==> config.mk <==
export PLATFORM = sky130hd
export DESIGN_NAME = isp_stop_status
export DESIGN_NICKNAME = d
export VERILOG_FILES = /design/src/hw/isp_pkg.sv /design/src/hw/isp_cycle_timer.sv /design/src/hw/isp_stop_status.sv /design/src/hw/isp_sync2.sv
export VERILOG_INCLUDE_DIRS = /design/src /design/src/hw
export SDC_FILE = /design/constraint.sdc
export NUM_CORES = 1
export LEC_CHECK = 0
export BUFFER_PORTS_ARGS = -buffer_cell sky130_fd_sc_hd__buf_2
export CORE_UTILIZATION = 46
export CTS_CLUSTER_DIAMETER = 200
export DETAILED_ROUTE_END_ITERATION = 10
export GPL_TIMING_DRIVEN = 1
export PLACE_DENSITY = 0.8
export SETUP_SLACK_MARGIN = 0.05
export SLEW_MARGIN = 10
export SYNTH_ARGS = -nofsm -noshare
export SYNTH_HDL_FRONTEND = slang
export SYNTH_SLANG_ARGS = --single-unit
==> constraint.sdc <==
create_clock -name ref_clk -period 2.1 [get_ports ref_clk]
set_clock_uncertainty 0.05 [all_clocks]
set_input_delay 0.105 -clock ref_clk [delete_from_list [all_inputs] [get_ports ref_clk]]
set_output_delay 0.105 -clock ref_clk [all_outputs]
set_load 0.01 [all_outputs]
==> src/hw/isp_defines.svh <==
// constants for the i2c stop trigger and status block: offsets, bit positions,
// reset values and timing counts.
// assumes the including file needs nothing else defined beforehand.
`ifndef ISP_DEFINES_SVH
`define ISP_DEFINES_SVH

// ----------------------------------------------------------------------------
// register addresses on the cpu bus
// ----------------------------------------------------------------------------
`define ISP_STATUS_ADDR 16'hffaa
`define ISP_CONTROL_ADDR 16'hffa6

// ----------------------------------------------------------------------------
// bus_control_zero bit positions
// ----------------------------------------------------------------------------
`define ISP_CTRL_STOP 0
`define ISP_CTRL_START 1
`define ISP_CTRL_ACKE 2
`define ISP_CTRL_WTIM 3
`define ISP_CTRL_LEAVE 6
`define ISP_CTRL_ENABLE 7

// ----------------------------------------------------------------------------
// bus_status bit positions
// ----------------------------------------------------------------------------
`define ISP_STAT_MASTER 7
`define ISP_STAT_ARB_LOST 6
`define ISP_STAT_TRANSMIT 3

// ----------------------------------------------------------------------------
// reset values
// ----------------------------------------------------------------------------
`define ISP_STATUS_RESET 8'h00
`define ISP_CONTROL_RESET 8'h00

// ----------------------------------------------------------------------------
// timing
// ----------------------------------------------------------------------------
`define ISP_REF_CLK_NS 50
`define ISP_STOP_SETUP_NS 4000
`define ISP_STOP_SETUP_CYC ((`ISP_STOP_SETUP_NS + `ISP_REF_CLK_NS - 1) / `ISP_REF_CLK_NS)

`endif

==> src/hw/isp_pkg.sv <==
// types shared by the i2c stop trigger and status block.
// assumes nothing of its surroundings.
package isp_pkg;

  // --------------------------------------------------------------------------
  // register layouts
  // --------------------------------------------------------------------------
  typedef struct packed {
    logic interface_enable;
    logic leave_communication;
    logic [1:0] spare;
    logic wait_timing_select;
    logic acknowledge_enable;
    logic start_trigger;
    logic stop_trigger;
  } isp_ctrl_t;

  typedef struct packed {
    logic master_active;
    logic arbitration_lost;
    logic [5:0] other;
  } isp_status_t;

  // --------------------------------------------------------------------------
  // stop sequencer states
  // --------------------------------------------------------------------------
  typedef enum logic [2:0] {
    ST_IDLE,
    ST_NINTH,
    ST_SDA_LOW,
    ST_SCL_HIGH,
    ST_HOLD,
    ST_SDA_UP
  } isp_stop_state_t;

endpackage : isp_pkg

==> src/hw/isp_cycle_timer.sv <==
// down counter giving a one-cycle done pulse a fixed number of cycles
// after a start pulse; a new start restarts it, abort stops it.
// assumes start and abort are on ref_clk.
`timescale 1ns/1ps
module isp_cycle_timer #(
  parameter int COUNT = 80,
  parameter int WIDTH = 8
) (
  input wire logic ref_clk,
  input wire logic rst_n,
  input wire logic start,
  input wire logic abort,
  output logic done
);

  logic [WIDTH-1:0] count;
  logic busy;
  logic [WIDTH-1:0] next_count;
  logic next_busy;
  logic next_done;

  if (COUNT < 1 || COUNT >= (1 << WIDTH)) begin : g_bad_count
    $error("isp_cycle_timer: COUNT does not fit WIDTH");
  end

  always_comb begin
    next_count = count;
    next_busy = busy;
    next_done = 1'b0;
    if (abort) begin
      next_busy = 1'b0;
    end else if (start) begin
      next_count = WIDTH'(COUNT - 1);
      next_busy = 1'b1;
    end else if (busy) begin
      if (count == '0) begin
        next_busy = 1'b0;
        next_done = 1'b1;
      end else begin
        next_count = count - 1'b1;
      end
    end
  end

  always_ff @(posedge ref_clk or negedge rst_n) begin
    if (!rst_n) begin
      count <= '0;
      busy <= 1'b0;
      done <= 1'b0;
    end else begin
      count <= next_count;
      busy <= next_busy;
      done <= next_done;
    end
  end

endmodule : isp_cycle_timer

==> src/hw/isp_stop_status.sv <==
// i2c stop trigger, its stop sequencer, and the master-active and
// arbitration-lost status flags, with the cpu register port.
// assumes the shift and start logic on ref_clk supply the event inputs, and
// that the serial pins are open drain with pull-ups outside.
//
// Overview of operation
// - stop: sda low, scl high, wait, sda up
// - wtim zero: stop in ninth clock high
// - stop trigger cleared by listed events only
// - stop trigger bit reads back zero
// - transmit status: release wait at ninth clock
// - status resets to all zeros
// - status read inserts one cpu wait
// - master active: set start, cleared events
// - arbitration lost: sticky, cleared by read
`timescale 1ns/1ps
`include "isp_defines.svh"
module isp_stop_status
  import isp_pkg::*;
#(
  parameter int STOP_SETUP_CYC = `ISP_STOP_SETUP_CYC,
  parameter int TIMER_WIDTH = 8
) (
  input wire logic ref_clk,
  input wire logic rst_n,
  // cpu register port
  input wire logic [15:0] cpu_addr,
  input wire logic cpu_wr,
  input wire logic cpu_rd,
  input wire logic [7:0] cpu_wdata,
  output logic [7:0] cpu_rdata,
  output logic cpu_wait,
  // serial pins
  input wire logic serial_clock_line_in,
  output logic serial_clock_line_out,
  output logic serial_clock_line_oe,
  input wire logic serial_data_line_in,
  output logic serial_data_line_out,
  output logic serial_data_line_oe,
  // events from the shift and start logic
  input wire logic start_generated,
  input wire logic arb_lost_event,
  input wire logic eight_clock_wait,
  input wire logic ninth_clock,
  input wire logic [5:0] low_status,
  // controls to the rest of the interface
  output logic start_trigger,
  output logic stop_trigger,
  output logic wait_timing_select,
  output logic acknowledge_enable,
  output logic interface_enable,
  output logic leave_communication,
  output logic wait_release,
  output logic transmit_clear,
  output logic stop_detected,
  output logic master_active
);

  // --------------------------------------------------------------------------
  // pin synchronisers and stop detection
  // --------------------------------------------------------------------------
  logic [1:0] line_sync;
  logic scl_s, sda_s, sda_q, ninth_q, stop_seen;

  isp_sync2 #(
    .WIDTH(2)
  ) u_sync (
    .ref_clk(ref_clk),
    .rst_n(rst_n),
    .async_in({serial_clock_line_in, serial_data_line_in}),
    .sync_out(line_sync)
  );

  assign scl_s = line_sync[1];
  assign sda_s = line_sync[0];
  // data rising while clock high
  assign stop_seen = scl_s && sda_s && !sda_q;

  always_ff @(posedge ref_clk or negedge rst_n) begin
    if (!rst_n) begin
      sda_q <= 1'b1;
      ninth_q <= 1'b0;
    end else begin
      sda_q <= sda_s;
      ninth_q <= ninth_clock;
    end
  end

  // --------------------------------------------------------------------------
  // register decode
  // --------------------------------------------------------------------------
  function automatic logic hit(input logic [15:0] addr, input logic [15:0] reg_addr);
    hit = (addr == reg_addr);
  endfunction : hit

  isp_ctrl_t ctrl, next_ctrl;
  isp_status_t status, next_status;
  logic ctrl_wr, status_rd, ctrl_rd, en_fall, en_q, arb_ev, start_ev;

  assign ctrl_wr = cpu_wr && hit(cpu_addr, `ISP_CONTROL_ADDR);
  // a write to the status address decodes to nothing
  assign status_rd = cpu_rd && hit(cpu_addr, `ISP_STATUS_ADDR);
  assign ctrl_rd = cpu_rd && hit(cpu_addr, `ISP_CONTROL_ADDR);
  assign en_fall = en_q && !ctrl.interface_enable;
  // bus events mean nothing while the interface is stopped
  assign arb_ev = arb_lost_event && ctrl.interface_enable;
  assign start_ev = start_generated && ctrl.interface_enable;

  // --------------------------------------------------------------------------
  // control register
  // --------------------------------------------------------------------------
  always_comb begin
    next_ctrl = ctrl;
    next_ctrl.leave_communication = 1'b0;
    next_ctrl.spare = 2'h0;
    // hardware clears first; a write in the same cycle then wins
    if (arb_ev || stop_seen) begin
      next_ctrl.stop_trigger = 1'b0;
    end
    if (arb_ev || start_ev) begin
      next_ctrl.start_trigger = 1'b0;
    end
    if (ctrl_wr) begin
      next_ctrl.interface_enable = cpu_wdata[`ISP_CTRL_ENABLE];
      next_ctrl.wait_timing_select = cpu_wdata[`ISP_CTRL_WTIM];
      next_ctrl.acknowledge_enable = cpu_wdata[`ISP_CTRL_ACKE];
      next_ctrl.leave_communication = cpu_wdata[`ISP_CTRL_LEAVE];
      // trigger bits in a write only ever set a trigger; writing zero to one never clears it
      if (cpu_wdata[`ISP_CTRL_STOP]) begin
        next_ctrl.stop_trigger = 1'b1;
      end
      if (cpu_wdata[`ISP_CTRL_START]) begin
        next_ctrl.start_trigger = 1'b1;
      end
    end
    // leaving or stopping the interface overrides any pending trigger
    if (next_ctrl.leave_communication || !next_ctrl.interface_enable) begin
      next_ctrl.stop_trigger = 1'b0;
      next_ctrl.start_trigger = 1'b0;
    end
  end

  always_ff @(posedge ref_clk or negedge rst_n) begin
    if (!rst_n) begin
      ctrl <= isp_ctrl_t'(`ISP_CONTROL_RESET);
      en_q <= 1'b0;
    end else begin
      ctrl <= next_ctrl;
      en_q <= ctrl.interface_enable;
    end
  end

  // --------------------------------------------------------------------------
  // status register
  // --------------------------------------------------------------------------
  always_comb begin
    next_status = status;
    next_status.other = low_status;
    // a loss clears master; a start in the same cycle as a stop keeps it
    if (arb_ev || en_fall) begin
      next_status.master_active = 1'b0;
    end else if (start_ev) begin
      next_status.master_active = 1'b1;
    end else if (stop_seen || ctrl.leave_communication) begin
      next_status.master_active = 1'b0;
    end
    // a loss arriving with the read is kept for the next read
    if (arb_ev) begin
      next_status.arbitration_lost = 1'b1;
    end else if (status_rd || en_fall) begin
      next_status.arbitration_lost = 1'b0;
    end
  end

  always_ff @(posedge ref_clk or negedge rst_n) begin
    if (!rst_n) begin
      status <= isp_status_t'(`ISP_STATUS_RESET);
    end else begin
      status <= next_status;
    end
  end

  // --------------------------------------------------------------------------
  // stop sequencer
  // --------------------------------------------------------------------------
  isp_stop_state_t state, next_state;
  logic timer_start, timer_abort, timer_done, go_release, abort;

  assign abort = !ctrl.stop_trigger;

  always_comb begin
    next_state = state;
    go_release = 1'b0;
    case (state)
      ST_IDLE: begin
        if (ctrl.stop_trigger) begin
          go_release = 1'b1;
          // wait after eight clocks with wtim clear: stop rides the ninth clock
          if (eight_clock_wait && !ctrl.wait_timing_select) begin
            next_state = ST_NINTH;
          end else begin
            next_state = ST_SDA_LOW;
          end
        end
      end
      ST_NINTH: begin
        if (scl_s) begin
          next_state = ST_HOLD;
        end
      end
      ST_SDA_LOW: begin
        if (timer_done) begin
          next_state = ST_SCL_HIGH;
        end
      end
      ST_SCL_HIGH: begin
        // a slave may still stretch the clock
        if (scl_s) begin
          next_state = ST_HOLD;
        end
      end
      ST_HOLD: begin
        if (timer_done) begin
          next_state = ST_SDA_UP;
        end
      end
      ST_SDA_UP: begin
        if (stop_seen) begin
          next_state = ST_IDLE;
        end
      end
      default: begin
        next_state = ST_IDLE;
      end
    endcase
    if (abort && state != ST_IDLE) begin
      next_state = ST_IDLE;
    end
  end

  assign timer_start = (next_state != state) &&
                       (next_state == ST_SDA_LOW || next_state == ST_HOLD);
  assign timer_abort = (next_state == ST_IDLE);

  isp_cycle_timer #(
    .COUNT(STOP_SETUP_CYC),
    .WIDTH(TIMER_WIDTH)
  ) u_timer (
    .ref_clk(ref_clk),
    .rst_n(rst_n),
    .start(timer_start),
    .abort(timer_abort),
    .done(timer_done)
  );

  always_ff @(posedge ref_clk or negedge rst_n) begin
    if (!rst_n) begin
      state <= ST_IDLE;
    end else begin
      state <= next_state;
    end
  end

  // --------------------------------------------------------------------------
  // registered outputs
  // --------------------------------------------------------------------------
  logic [7:0] next_rdata;
  logic tx_release, next_sda_oe, next_scl_oe;

  // transmitter hands the line back as the ninth clock begins
  assign tx_release = low_status[`ISP_STAT_TRANSMIT] && ninth_clock && !ninth_q;

  always_comb begin
    next_rdata = 8'h00;
    if (status_rd) begin
      next_rdata = status;
    end else if (ctrl_rd) begin
      next_rdata = ctrl;
      next_rdata[`ISP_CTRL_STOP] = 1'b0;
      next_rdata[`ISP_CTRL_START] = 1'b0;
      next_rdata[`ISP_CTRL_LEAVE] = 1'b0;
    end
    next_sda_oe = (next_state == ST_NINTH) || (next_state == ST_SDA_LOW) ||
                  (next_state == ST_SCL_HIGH) || (next_state == ST_HOLD);
    if (tx_release) begin
      next_sda_oe = 1'b0;
    end
    next_scl_oe = (next_state == ST_SDA_LOW);
  end

  always_ff @(posedge ref_clk or negedge rst_n) begin
    if (!rst_n) begin
      cpu_rdata <= 8'h00;
      cpu_wait <= 1'b0;
      serial_clock_line_out <= 1'b0;
      serial_clock_line_oe <= 1'b0;
      serial_data_line_out <= 1'b0;
      serial_data_line_oe <= 1'b0;
      wait_release <= 1'b0;
      transmit_clear <= 1'b0;
      stop_detected <= 1'b0;
    end else begin
      cpu_rdata <= next_rdata;
      // the status read is stretched by one cycle
      cpu_wait <= status_rd;
      serial_clock_line_out <= 1'b0;
      serial_clock_line_oe <= next_scl_oe;
      serial_data_line_out <= 1'b0;
      serial_data_line_oe <= next_sda_oe;
      wait_release <= go_release || tx_release;
      transmit_clear <= tx_release;
      stop_detected <= stop_seen;
    end
  end

  // copies of control and status state, each straight from its register
  assign start_trigger = ctrl.start_trigger;
  assign stop_trigger = ctrl.stop_trigger;
  assign wait_timing_select = ctrl.wait_timing_select;
  assign acknowledge_enable = ctrl.acknowledge_enable;
  assign interface_enable = ctrl.interface_enable;
  assign leave_communication = ctrl.leave_communication;
  assign master_active = status.master_active;

endmodule : isp_stop_status

==> src/hw/isp_sync2.sv <==
// two flip-flop synchroniser for the serial pins.
// assumes inputs are asynchronous to ref_clk.
`timescale 1ns/1ps
module isp_sync2 #(
  parameter int WIDTH = 2
) (
  input wire logic ref_clk,
  input wire logic rst_n,
  input wire logic [WIDTH-1:0] async_in,
  output logic [WIDTH-1:0] sync_out
);

  logic [WIDTH-1:0] meta;

  if (WIDTH < 1) begin : g_bad_width
    $error("isp_sync2: WIDTH must be at least 1");
  end

  // idle bus lines are high, so reset to high
  always_ff @(posedge ref_clk or negedge rst_n) begin
    if (!rst_n) begin
      meta <= '1;
      sync_out <= '1;
    end else begin
      meta <= async_in;
      sync_out <= meta;
    end
  end

endmodule : isp_sync2

[After elaboration in Yosys (flattened, before gate mapping)]
Index checks and enable logic that the tools add are counted.
Cells by class
  bitwise gates (word level): 1
  equality and inequality tests: 13
  reduce and logical (&&, ||, !) cells: 39
  muxes and demuxes: 36
  $add $sub $neg: 1
Operators with widths (number)
  8-bit 2-to-1 mux: 5
  16-bit == test (second input constant): 2
  1-bit 2-to-1 mux: 20
  3-bit 2-to-1 mux: 6
  3-bit one-hot mux with 5 select lines: 1
  1-bit logical AND: 13
  3-bit by 2-bit == test with 1-bit output (second input constant): 4
  1-bit logical OR: 11
  3-bit == test (second input constant): 3
  8-bit zero test: 1
  2-bit 2-to-1 mux: 4
  8-bit by 1-bit subtractor with 8-bit output (second input constant): 1
  3-bit by 1-bit == test with 1-bit output (second input constant): 2
  1-bit zero test: 6
  3-bit zero test: 2
  3-bit nonzero test: 2
  2-bit nonzero test: 2
  3-bit != test: 1
  3-bit AND reduction: 1
  2-bit != test (second input constant): 1
  2-bit OR reduction: 1
  1-bit NOT: 1
Storage, ports and cells
  input bits: 40
  register bits after elaboration: 48
  word-level logic and storage cells: 115

[Depth between registers and ports, before layout]
Gate-level depths: netlist (run 1).
  depth after elaboration: 11
  depth in mapped cells: 8
  depth with buffers taken out: 8

[By module]
A second synthesis (run 1) with hierarchy kept.
Unflattened totals
  cell total of the unflattened synthesis: 182
  area, all modules: 2084.5 um^2
By module, submodules not included
  isp_stop_status: sequential area each 852.1 um^2, times used 1, area each 1427.6 um^2, cells an instance 122
  isp_cycle_timer: sequential area each 250.2 um^2, times used 1, area each 551.8 um^2, cells an instance 56
  isp_sync2: sequential area each 105.1 um^2, times used 1, area each 105.1 um^2, cells an instance 4

[Least setup slack after synthesis (run 1)]
No wires, ideal clock.
  path type: reg2reg
  start point: register state[0]
  end point: register u_timer.count[3]
  path slack: 0.081 ns
  stages on the path, launching flop included: 9
  period minus slack after synthesis: 2.019 ns
  data required time: 1.919 ns
  library setup time: 0.131 ns
  arrival time: 1.838 ns
  cells stage by stage: dfrtp_1 -> buf_6 -> or4b_4 -> o32ai_1 -> a31o_2 -> a211oi_2 -> buf_6 -> nor4_1 -> a211oi_1
On the way
  word-level cells in the longest chain between the ends: 9
  elaborated cells on any way between the ends: 27
  those cells by class: 9 x eq/ne; 8 x mux; 1 x bitwise; 9 x reduce/logical
RTL lines
  start, declared: RTL line isp_stop_status.sv:186  | isp_stop_state_t state, next_state;
  start signal, assigned: RTL line isp_stop_status.sv:260  | state <= next_state;
  3-bit by 2-bit == test with 1-bit output / 3-bit by 1-bit == test with 1-bit output (equally long branches): RTL line isp_stop_status.sv:194  | case (state)
  2-bit OR reduction (no source line)
  3-bit one-hot mux with 5 select lines: RTL line isp_stop_status.sv:194
  3-bit 2-to-1 mux: RTL line isp_stop_status.sv:236  | if (abort && state != ST_IDLE) begin
  3-bit by 2-bit == test with 1-bit output / 3-bit == test (equally long branches): RTL line isp_stop_status.sv:242  | (next_state == ST_SDA_LOW || next_state == ST_HOLD);
  1-bit logical OR: RTL line isp_stop_status.sv:242
  1-bit logical AND: RTL line isp_stop_status.sv:241  | assign timer_start = (next_state != state) &&
  2-bit != test (no source line) / 2-bit nonzero test (equally long branches)
  3-bit AND reduction (no source line)
  end signal, assigned: RTL line isp_cycle_timer.sv:51  | count <= next_count;
  end, declared: RTL line isp_cycle_timer.sv:16  | logic [WIDTH-1:0] count;
Parallel ways exist; a longest one is shown, timed or not.
A chain may end at the register's enable or synchronous reset.

[Worst setup path after layout (run 1)]
  start point: register state[0]
  end point: register u_timer.count[1]
The elaborated chain is that of the path after synthesis.

==> results.md, run 1 <==
- After detailed placement, the design holds a cell count of 293.
- The count of nets left with antenna violations after detail routing is 0.
- The first-pass detailed-route iteration total is 4.
- Leaving out fill and tap cells, the most frequent cells in the layout are buf_2, dfrtp_1, dlygate4sd3_1.
- Relative to the synthesized area, the layout overhead comes to 37.9%.
- The power density normalized to cell area is 598 nW/µm².
- The first global-routing pass estimated 7.69 mm of wire.
- From left edge to right edge, the die measures 69.1 µm.
- The cell family contributing the most delay on the critical path is compound AO/OA/AOI/OAI gates.
- Data on the critical path is required at its endpoint by 2.26 ns.
- The total overflow reported by the global router is 0.
- The share of synthesized area in the top cell type comes to 51.9%.
- The min-delay analysis places its worst path in the category in2reg.
- The H-tree generated during clock tree synthesis spans 2 levels.
- In the final routed layout, each cell accounts on average for 14.7 µm.
- The routed design has 4.73 mm of wire.
- The CTS clock-pin slew for the worst setup and hold paths is 0.09 ns.
- In the final layout, the share of cells above drive strength 1 is 41.1%.
- Registers are responsible for 55.4% of the overall power.
- The synthesized netlist occupies a cell area of 2070 µm².
- Summed over all nets, the switching power comes to 356 µW.
- The area of the core is 4350 µm².
- Setup slack closes at 0.0101 ns.
- Row generation in the floorplan step produced 24 rows.
- For this run, the number of standard cells in the final layout without fillers is 322.
- The net total in the final layout is 310.
- The final instance area is 2860 µm².
- CTS saw 48 sinks.
- The number of distinct library cells after synthesis is 51.
- Walking the worst path, the cells encountered are or4b_4, o32ai_2, a31o_2, a211oi_4, buf_6, o21bai_2, a32oi_1.
- The shortest clock period the worst path allows after layout is 2.09 ns.
- In this run the worst path has a maximum fanout of 7.
- The top cell type by total area after synthesis is dfrtp_1.
- Headroom to the max-slew limit came out at 46.6%.
- The leakage power figure is 1.40 nW.
- The average instance area after synthesis is 11.6 µm².
- The number of antenna violations at the first check in global routing came to 0.
- The most common cell after layout, fill and taps aside is buf_2.
- The largest incremental delay on the critical path is 0.54 ns.
- Entering global routing, the biggest net connects 39 pins.
- The post-place setup slack is 0.0238 ns.
- TritonCTS built the clock tree.
- The total die area is 4780 µm².
- Cells fill 65.7% of the core in the end.
- The clock insertion delay at the later pin of the skew report is 0.30 ns.
- The run finished with clean final reports.
- Combinational logic is responsible for 5.7% of the overall power.
- Per report_power, the clock group accounts for 38.9% of the total.
- The number of synthesis warnings is 0.
- The number of antenna diodes is 0.
- No sink is reached through more buffers than the 2 on the longest clock path.
- The proportion of register bits with asynchronous set or reset after synthesis is 100%.
- The worst endpoint data arrival time is 2.25 ns.
- The number of pins with negative max-slew slack in the final report is 0.
- In this run the vertical extent of the chip is 69.1 µm.
- During I/O placement, the number of pins put on the boundary was 63.
- Counting flops with a built-in enable in the synthesized netlist gives 0.
- The internal cell power is 1.35 mW.
- The placed wire-length estimate is 2.92 mm.
- The slew at the pin closest to its max-slew limit is 0.800 ns.
- The number of synthesized register bits is 48.
- For this configuration, the core starts out at a cell density of 47.6%.
- STA classifies the critical path endpoint as a register.
- The total number of vias is 1697.
- The part of the cycle the worst path needs is 99.5%.
- The final weighted congestion in routability-driven placement is 0.879.
- The count of routing violations after the opening detailed-route iteration is 122.
- Once placement finished, the instance area stood at 2450 µm².
- The net switching share of the total power is 20.8%.
- The number of max-cap violations is 0.
- Together, buffers and inverters on the worst path number 1.
- For this run, the total global-route usage over all layers was measured as 20.0%.
- Buffers placed on the I/O ports in this run total 58.
- The maximum vdd ir drop is 0.000486 V.
- The predominant post-synthesis flop cell is dfrtp_1.
- Sequential cells were found to cover 58.2% of the synthesized design area.
- Setup repair after global routing could not meet its margin everywhere.
- The setup violation total in the final timing report is 0.
- The number of hold violations in the final report came to 0.
- Among all stages on the critical path, the largest delay is contributed by or4b_4.
- The type of the worst setup path is reg2reg.
- The worst hold slack is 0.00717 ns.
- The worst setup path is launched from a register.
- Derived from the worst setup path, the maximum achievable clock frequency is 0.479 GHz.
- Synthesis handed over a netlist of 179 instances.
- The tree is rooted in a clkbuf_8.
- Sorting the synthesized cells by area gives the leading types as dfrtp_1, dfstp_2, o21ai_0.
- The post-route DRC violation count is 0.
- The number of global-route vias before repair is 1644.
- The total clock buffers created by CTS is 5.
- The number of vias per cell after detailed routing is 5.27.
repair_timing:
item | in CTS | in global routing
gates resized for setup | 4 | 21
buffers inserted | 1 | 4
setup endpoints to repair | 4 | 10
pin swaps | 1 | 12
cloned | 1 | 1
hold endpoints to repair | 44 | 0
hold buffers | 14 | 0
path summary, 6_finish.rpt:
check,startpoint,endpoint,slack [ns],cells after the start
worst max-delay path,state[0],u_timer.count[1],0.01,7
worst max register to register,state[0],u_timer.count[1],0.01,7
worst min-delay path,cpu_wdata[1],start_trigger,0.007,3
min in group asynchronous,rst_n,transmit_clear,0.38,2
worst min register to register,u_sync.meta[1],u_sync.sync_out[1],0.31,0
max in group asynchronous,rst_n,cpu_rdata[2],1.03,3
through the flow:
stage	power (mW)	TNS [ns]
6_report	1.71	0
5_1_grt	1.78	-0.210
3_3_place_gp	1.04	0
2_1_floorplan	0.980	0
3_5_place_dp	1.04	0
4_1_cts	1.73	0
state kept, by name, summed over array words and instances, names as in the netlist, 2 cells and up:
signal / count
state: 3
u_sync.sync_out: 2
u_timer.count: 8
u_sync.meta: 2
cpu_rdata: 8
status: 7
synthesized netlist by cell type, drive strengths merged, types with 3 or more instances:
cell and number:
dfrtp 43, inv 11, o21ai 11, nor3b 3, nand2b 5, nand2 12, a21oi 3, nor2 10
a22o 5, nand3b 3, mux2 3, nor4 4, nor3 5, and2 8, buf 7, dfstp 5
o21bai 4
power by group through the flow:
stage | logic, mW | registers, mW | clock network [mW]
2_1_floorplan | 0.0153 | 0.965 | 0
3_3_place_gp | 0.0715 | 0.964 | 0
3_5_place_dp | 0.0731 | 0.965 | 0
4_1_cts | 0.0939 | 0.947 | 0.685
5_1_grt | 0.108 | 0.950 | 0.722
6_report | 0.0970 | 0.948 | 0.666
area by class of cell:
type                       instances  area, µm²
timing repair buffer              91        589
fill                             323       1500
sequential                        48       1210
clock buffer                       5       68.8
inverter                          11       41.3
clock inverter                     3       47.5
tap                               52       65.1
multi-input combinational        112        840
cell families (layout without fill, tap and decap cells):
kind of cell / count (synthesis) / in the layout / synth area share (%)
AND/OR/NAND/NOR: 64 / 64 / 18.7
flip-flops: 48 / 48 / 58.2
AO/OA/AOI/OAI: 41 / 41 / 14.9
buffers and inverters: 20 / 110 / 5.31
multiplexers: 3 / 3 / 1.63
adder cells (fa/ha/maj): 1 / 1 / 0.603
other: 1 / 2 / 0.181
XOR/XNOR: 1 / 1 / 0.423
layer usage:
layer / global-route usage [%] / up-vias / share of wire (%)
li1: - / 814 / -
met1: 26.4 / 804 / 41
met2: 32.5 / 62 / 52
met3: 3.51 / 17 / 4.7
met4: 8.84 / 0 / 2.9
met5: 0 / - / 0
tightest hold or removal path, stage by stage:
cell	delay (ns)
buf_2	0.07
a22oi_1	0.06
nor2_1	0.08
No activity file was read; power rests on OpenSTA's default activity.
==> run 2, diff against run 1 <==
CORE_ASPECT_RATIO = 1.1   (was default)
PLACE_DENSITY = 0.79   (was 0.8)
SYNTH_HIERARCHICAL = 1   (was default)
==> run 2 against run 1 <==
The flow now finishes with violations (negative setup slack). Via count rose by 3.1%. Clock power rose by 19%. Wire length rose by 4.3%. Global-route usage rose by 2.0 points. Final cell count rose by 3.1%. Synthesized cell count rose by 1.7%. Design area rose by 3.5%. Worst setup slack got worse by 0.44 ns. Sequential share of layout area fell by 1.2 points. First-iteration DRC count rose by 11%. Worst hold slack improved by 0.0062 ns. Largest cell class unchanged.
==> results.md, run 2 <==
- The number of synthesis warnings is 6 (+6).
- The largest delay contributor family on the critical path is simple AND/OR/NAND/NOR gates.
- The CTS sink count is 48 (unchanged).
- The total die area is 4810 µm² (+0.53%).
- The proportion of register bits with asynchronous set or reset after synthesis is 100% (unchanged).
- The number of synthesized register bits was 48 (unchanged).
- The per-cell routed wire length came to 14.9 µm (+1.2%).
- The x dimension of the die is 66.2 µm (-4.3%).
- The count of nets left with antenna violations after detail routing is 0 (unchanged).
- The least setup slack across all paths after layout is -0.427 ns (-0.437 ns).
- The required time of the critical path is 2.24 ns (-0.02 ns).
- The final core utilization was 68.5% (+2.9 points).
- The summed instance area of the synthesized netlist is 2080 µm² (+0.54%).
- The total overflow reported by the global router was 0 (unchanged).
- The top-level port count is 63 (unchanged).
- The internal cell power is 1.48 mW (+9.3%).
- The overall routed net length is 4.94 mm (+4.3%).
- The net switching share of the total power came to 20.1% (-0.73 points).
- The starting density of the core is 48.3% (+0.67 points).
- The number of instances in the synthesized netlist is 182 (+1.7%).
- The CTS tree is yes.
- The worst hold slack came to 0.0134 ns (+0.00619 ns).
- The setup path with the least slack is of type reg2reg.
- The sequential cell area fraction in the yosys report came to 57.9% (-0.31 points).
- For this run, the leading register cell type out of synthesis is dfrtp_1.
- The part of the cycle the worst path needs is 120% (+21 points).
- Walking the worst path, the cells encountered are xnor2_4, nor3b_2, a311o_1, a211oi_4, or4b_4, o211ai_4, nor3_1, or3b_1.
- The worst endpoint data arrival time is 2.66 ns (+0.41 ns).
- The count of routing violations after the opening detailed-route iteration was 136 (+11%).
- The largest net degree at the start of global routing is 49 (+26%).
- Compared with the post-synthesis result, the final layout area differs by 41.9%.
- The total routing resource utilization after global routing was 22.0% (+2.0 points).
- The clock root buffer is clkbuf_8.
- The count of port buffers added during placement is 58 (unchanged).
- The number of antenna violations at the first check in global routing is 0 (unchanged).
- The average instance area after synthesis came to 11.5 µm² (-1.1%).
- The number of distinct library cells after synthesis is 53 (+3.9%).
- The placed wire-length estimate is 3.11 mm (+6.2%).
- The area fraction of the dominant cell type after synthesis is 51.6% (-0.28 points).
- The commonest cells after synthesis are dfrtp_1, nor2_1, a21oi_1, inv_1, nand2_1.
- The number of max-cap violations is 0 (unchanged).
- The part of the total power dissipated in sequential elements came to 51.1% (-4.3 points).
- The setup violation total in the final timing report is 9 (+9).
- The share of layout cells above drive strength 1 is 44.6% (+3.5 points).
- The total number of vias is 1750 (+3.1%).
- The number of levels in the clock H-tree is 2 (unchanged).
- The most common cell in the netlist is dfrtp_1.
- The total clock buffers created by CTS is 5 (unchanged).
- The net switching power figure is 373 µW (+4.6%).
- The number of buffer and inverter stages on the critical path is 0 (-1).
- The maximum clock path buffer count came to 2 (unchanged).
- The wire length of the first global-routing pass is 7.76 mm (+0.90%).
- The critical path startpoint category is a register.
- The number of cells in the design after placement is 310 (+5.8%).
- The maximum vdd ir drop is 0.000376 V (-23%).
- The number of pins with negative max-slew slack in the final report is 0 (unchanged).
- The share of total power in the clock network is 42.9% (+4.0 points).
- The first-pass detailed-route iteration total is 4 (unchanged).
- The y dimension of the die was 72.6 µm (+5.0%).
- In the post-synthesis netlist, the biggest area contributors are dfrtp_1, dfstp_2, nor2_1.
- The run finished, with violations left.
- In the layout the commonest cells are buf_2, dfrtp_1, buf_4.
- The shortest clock period the worst path allows after layout was 2.53 ns (+0.437 ns).
- The highest achievable clock rate is 0.396 GHz (-17%).
- The CTS clock-pin slew for the worst setup and hold paths is 0.09 ns (about the same).
- The class of the worst hold path is in2reg.
- Setup repair after global routing could not meet its margin everywhere.
- The number of global-route vias before repair is 1690 (+2.8%).
- The fraction of power consumed by combinational cells is 6.0% (+0.3 points).
- The top cell type by total area after synthesis is dfrtp_1.
- The area of the core is 4320 µm² (-0.86%).
- The number of vias per cell after detailed routing came to 5.27 (about the same).
- The number of rows in the core area is 25 (+4.2%).
- The count of non-filler cells in the finished layout is 332 (+3.1%).
- The clock insertion delay at the later pin of the skew report is 0.31 ns (about the same).
- The total power draw is 1.85 mW (+8.3%).
- The library cell used most frequently in the layout, excluding fill and tap cells, is buf_2.
- The post-route DRC violation count is 0 (unchanged).
- The number of hold violations in the final report is 0 (unchanged).
- The final weighted congestion in routability-driven placement came to 0.815 (-7.3%).
- The net total in the final layout is 319 (+2.9%).
- The number of synthesized flops with an enable pin is 0 (unchanged).
- The largest incremental delay on the critical path is 0.52 ns (-0.02 ns).
- The leakage power figure is 1.47 nW (+4.5%).
- The worst setup path is captured at a register.
- The standard cell with the maximum stage delay on the critical path is dfrtp_2.
- The power density normalized to cell area is 626 nW/µm² (+4.7%).
- The number of antenna diodes came to 0 (unchanged).
- The largest registers in the layout are cpu_rdata x8, u_timer/count x8, status x7.
- The highest net fanout along the worst path was 8 (+1).
- The checks that failed: negative setup slack.
run 2: layer usage:
layer	share of wire (%)	routed length, µm	track usage, %	up-vias
met4	3.8	187	9.46	0
li1	-	-	-	834
met2	51	2510	37.5	48
met1	41	2050	26.6	851
met3	3.9	192	5.16	17
met5	0	0	0	-
run 2: final timing paths:
check	startpoint	end	slack (ns)	cells after the start
worst min-delay path	cpu_addr[8]	leave_communication	0.01	3
worst max register to register	state[1]	u_timer/count[6]	-0.43	8
max in group asynchronous	rst_n	u_sync/meta[0]	1.46	3
worst min register to register	u_sync/meta[0]	u_sync/sync_out[0]	0.31	0
worst max-delay path	state[1]	u_timer/count[6]	-0.43	8
min in group asynchronous	rst_n	cpu_rdata[6]	0.26	3
run 2: final cells by class:
| type | count | area [µm²] |
|---|---|---|
| clock buffer | 5 | 68.8 |
| timing repair buffer | 94 | 606 |
| multi-input combinational | 119 | 901 |
| fill | 322 | 1360 |
| sequential | 48 | 1210 |
| tap | 54 | 67.6 |
| inverter | 9 | 33.8 |
| clock inverter | 3 | 68.8 |
run 2: what timing repair did:
action / 4_1_cts / 5_1_grt
pin swaps: 1 / 1
hold endpoints to repair: 60 / 0
endpoints found under the setup margin: 9 / 9
setup buffers: 1 / 0
hold buffers: 13 / 0
gates resized for setup: 11 / 6
run 2: worst min-delay path: stages:
cell and delay (ns):
buf_2 0.11, nand4_1 0.07, nor4_1 0.05
run 2: power by group through the flow:
stage / logic (mW) / registers [mW] / clock network [mW]
final: 0.112 / 0.946 / 0.795
after global routing: 0.123 / 0.948 / 0.853
after CTS: 0.111 / 0.947 / 0.808
after detailed placement: 0.0908 / 0.964 / 0
after global placement: 0.0879 / 0.963 / 0
after floorplan: 0.0241 / 0.965 / 0
run 2: cell families after synthesis:
logic type	count (synthesis)	synth area share (%)
AND/OR/NAND/NOR	72	20.3
buffers and inverters	16	4.20
AO/OA/AOI/OAI	36	12.2
other	1	0.180
XOR/XNOR	2	0.840
flip-flops	48	57.9
adder cells (fa/ha/maj)	2	1.20
multiplexers	5	3.12
run 2: through the flow:
stage	setup TNS [ns]	area, µm²	setup WS, ns
6_report	-2.78	2960	-0.427
5_1_grt	-3.52	2960	-0.504
4_1_cts	-2.11	2920	-0.356
3_5_place_dp	-2.25	2610	-0.384
3_3_place_gp	-1.46	2610	-0.273
2_1_floorplan	-1.41	2130	-0.339
==> run 3, diff against run 2 <==
CORE_UTILIZATION = 50   (was 46)
PLACE_DENSITY = 0.82   (was 0.79)
SETUP_SLACK_MARGIN = default   (was 0.05)
clock period = 2.6 ns   (was 2.1 ns; I/O delays follow)
==> run 3 against run 2 <==
Highest routed layer unchanged. Non-clock buffer count shrank 15. Worst setup slack gained 0.49 ns. Global-route usage shrank 1.5 points. Via count shrank 5.5%. Flip-flop and latch count is the same. Largest cell class unchanged. First-iteration DRC count shrank 38%. The run now ends clean. Count of clock-buffer cells in the layout is the same.
==> results.md, run 3 (same netlist as run 2, synthesis figures left out) <==
- The flow ran to the end, and the final reports show no timing, DRC or antenna violations.
- The first-pass detailed-route iteration total is 4 (unchanged).
- The maximum clock path buffer count is 2 (unchanged).
- The setup TNS after final layout is 0 ns (+2.78 ns).
- The worst endpoint data arrival time is 2.68 ns (+0.02 ns).
- The share of layout cells above drive strength 1 is 38.4% (-6.2 points).
- The signal on the critical path passes through nand2b_1, nor4_2, a311o_1, a211oi_2, or4b_4, o211ai_4, nor3_1, or3b_1.
- The shortest clock period the worst path allows after layout is 2.53 ns (+0.00710 ns).
- The largest registers in the layout are cpu_rdata x8, u_timer/count x8, status x7.
- The total power draw was 1.39 mW (-25%).
- The total clock buffers created by CTS is 5 (unchanged).
- The required time of the critical path is 2.74 ns (+0.50 ns).
- The final instance area came to 2720 µm² (-8.0%).
- The count of routing violations after the opening detailed-route iteration is 85 (-38%).
- The number of levels in the clock H-tree is 2 (unchanged).
- The standard cell with the maximum stage delay on the critical path is or4b_4.
- The number of max-cap violations is 0 (unchanged).
- The worst hold slack is 0.0124 ns (-0.000939 ns).
- The CTS tree is yes.
- Clock tree synthesis selected as its root buffer the cell clkbuf_8.
- The power density normalized to cell area came to 510 nW/µm² (-19%).
- The highest net fanout along the worst path is 7 (-1).
- The number of vias per cell after detailed routing is 5.25 (-0.38%).
- The number of rows in the core area was 24 (-4.0%).
- The wire length on met1 came to 1.73 mm (-16%).
- The normalized max-slew margin is 33.3%.
- At the pin with the least slew margin, the transition time is 1.00 ns.
- The least setup slack across all paths after layout was 0.0657 ns (+0.493 ns).
- The number of hold violations in the final report is 0 (unchanged).
- The part of the cycle the worst path needs was 97.5% (-23 points).
- The CTS sink count is 48 (unchanged).
- The largest net degree at the start of global routing is 49 (unchanged).
- The x dimension of the die was 63.6 µm (-4.0%).
- Leaving out fill and tap cells, the most frequent cells in the layout are buf_2, dfrtp_1, nor2_1.
- The routed length on met3 is 167 µm (-13%).
- The worst setup path is launched from a register.
- The final core utilization is 68.1% (-0.38 points).
- The total number of vias is 1654 (-5.5%).
- The number of antenna violations at the first check in global routing came to 0 (unchanged).
- The number of pins with negative max-slew slack in the final report is 0 (unchanged).
- The worst setup path is captured at a register.
- The number of global-route vias before repair came to 1595 (-5.6%).
- The total die area came to 4430 µm² (-7.8%).
- The met2 wire length was 2.29 mm (-8.9%).
- The clock insertion delay at the later pin of the skew report is 0.30 ns (about the same).
- The leakage power figure is 1.37 nW (-6.6%).
- The count of nets left with antenna violations after detail routing is 0 (unchanged).
- The wire length of the first global-routing pass is 6.93 mm (-11%).
- The min-delay analysis places its worst path in the category in2reg.
- The number of cells in the design after placement is 292 (-5.8%).
- The net total in the final layout came to 304 (-4.7%).
- Leaving out fill and tap cells, the most frequent cell in the layout is buf_2.
- From synthesis to final layout, the design area changed by 30.6%.
- The placed wire-length estimate is 2.94 mm (-5.4%).
- The total routing resource utilization after global routing is 20.5% (-1.5 points).
- The starting density of the core was 52.2% (+3.9 points).
- The per-cell routed wire length is 13.6 µm (-8.9%).
- The overall routed net length is 4.27 mm (-14%).
- The highest achievable clock rate is 0.395 GHz (-0.28%).
- The largest incremental delay on the critical path was 0.57 ns (+0.05 ns).
- The maximum vdd ir drop came to 0.000394 V (+4.8%).
- The count of non-filler cells in the finished layout is 315 (-5.1%).
- The number of antenna diodes came to 0 (unchanged).
- The total overflow reported by the global router is 0 (unchanged).
- The setup violation total in the final timing report is 0 (-9).
- The top-level port count is 63 (unchanged).
- The CTS clock-pin slew for the worst setup and hold paths is 0.09 ns (about the same).
- The post-route DRC violation count is 0 (unchanged).
- The y dimension of the die is 69.7 µm (-4.0%).
- The count of port buffers added during placement is 58 (unchanged).
- The final weighted congestion in routability-driven placement is 0.836 (+2.5%).
- The highest layer used for signal routing is met4.
- The type of the worst setup path is reg2reg.
- The area of the core is 3990 µm² (-7.5%).
- The total placed instance area is 2440 µm² (-6.4%).
- The post-place setup slack came to 0.0518 ns (+0.436 ns).
==> run 3: layout make-up <==
| class | instances | area, µm² |
|---|---|---|
| fill | 311 | 1270 |
| sequential | 48 | 1210 |
| inverter | 9 | 33.8 |
| multi-input combinational | 119 | 822 |
| clock buffer | 5 | 68.8 |
| tap | 52 | 65.1 |
| timing repair buffer | 79 | 475 |
| clock inverter | 3 | 46.3 |
==> run 3: worst paths after layout <==
path | start | endpoint | slack [ns] | cells past startpoint
hold reg to reg | u_sync/meta[0] | u_sync/sync_out[0] | 0.31 | 0
setup / recovery | state[2] | u_timer/count[6] | 0.07 | 8
max in group asynchronous | rst_n | state[2] | 1.35 | 2
hold / removal | cpu_wdata[3] | wait_timing_select | 0.01 | 2
setup reg to reg | state[2] | u_timer/count[6] | 0.07 | 8
min in group asynchronous | rst_n | transmit_clear | 0.48 | 2
==> run 3: routing by layer <==
metal | GRT usage, % | up-vias
met1 | 22.7 | 785
li1 | - | 804
met4 | 9.34 | 0
met3 | 4.44 | 9
met2 | 36.9 | 56
met5 | 0 | -
==> run 3: where the power goes <==
part / switching, mW / leakage [nW] / internal [mW]
Sequential: 0.00446 / 0.627 / 0.760
Clock: 0.257 / 0.0548 / 0.290
Combinational: 0.0368 / 0.688 / 0.0404
Total: 0.298 / 1.37 / 1.09
==> run 3: repair_timing <==
action | in CTS | in global routing
setup endpoints to repair | 2 | 7
gates resized for setup | 0 | 7
setup buffers | 1 | 3
cloned | 0 | 0
pin swaps | 1 | 1
endpoints found under the hold margin | 53 | 0
hold buffers | 11 | 0
==> run 3: critical path, delay by kind of cell, from the launching register on <==
| kind | cells | cell delay [ns] |
|---|---|---|
| compound gates | 3 | 0.51 |
| simple gates | 5 | 1.39 |
| flops | 1 | 0.47 |
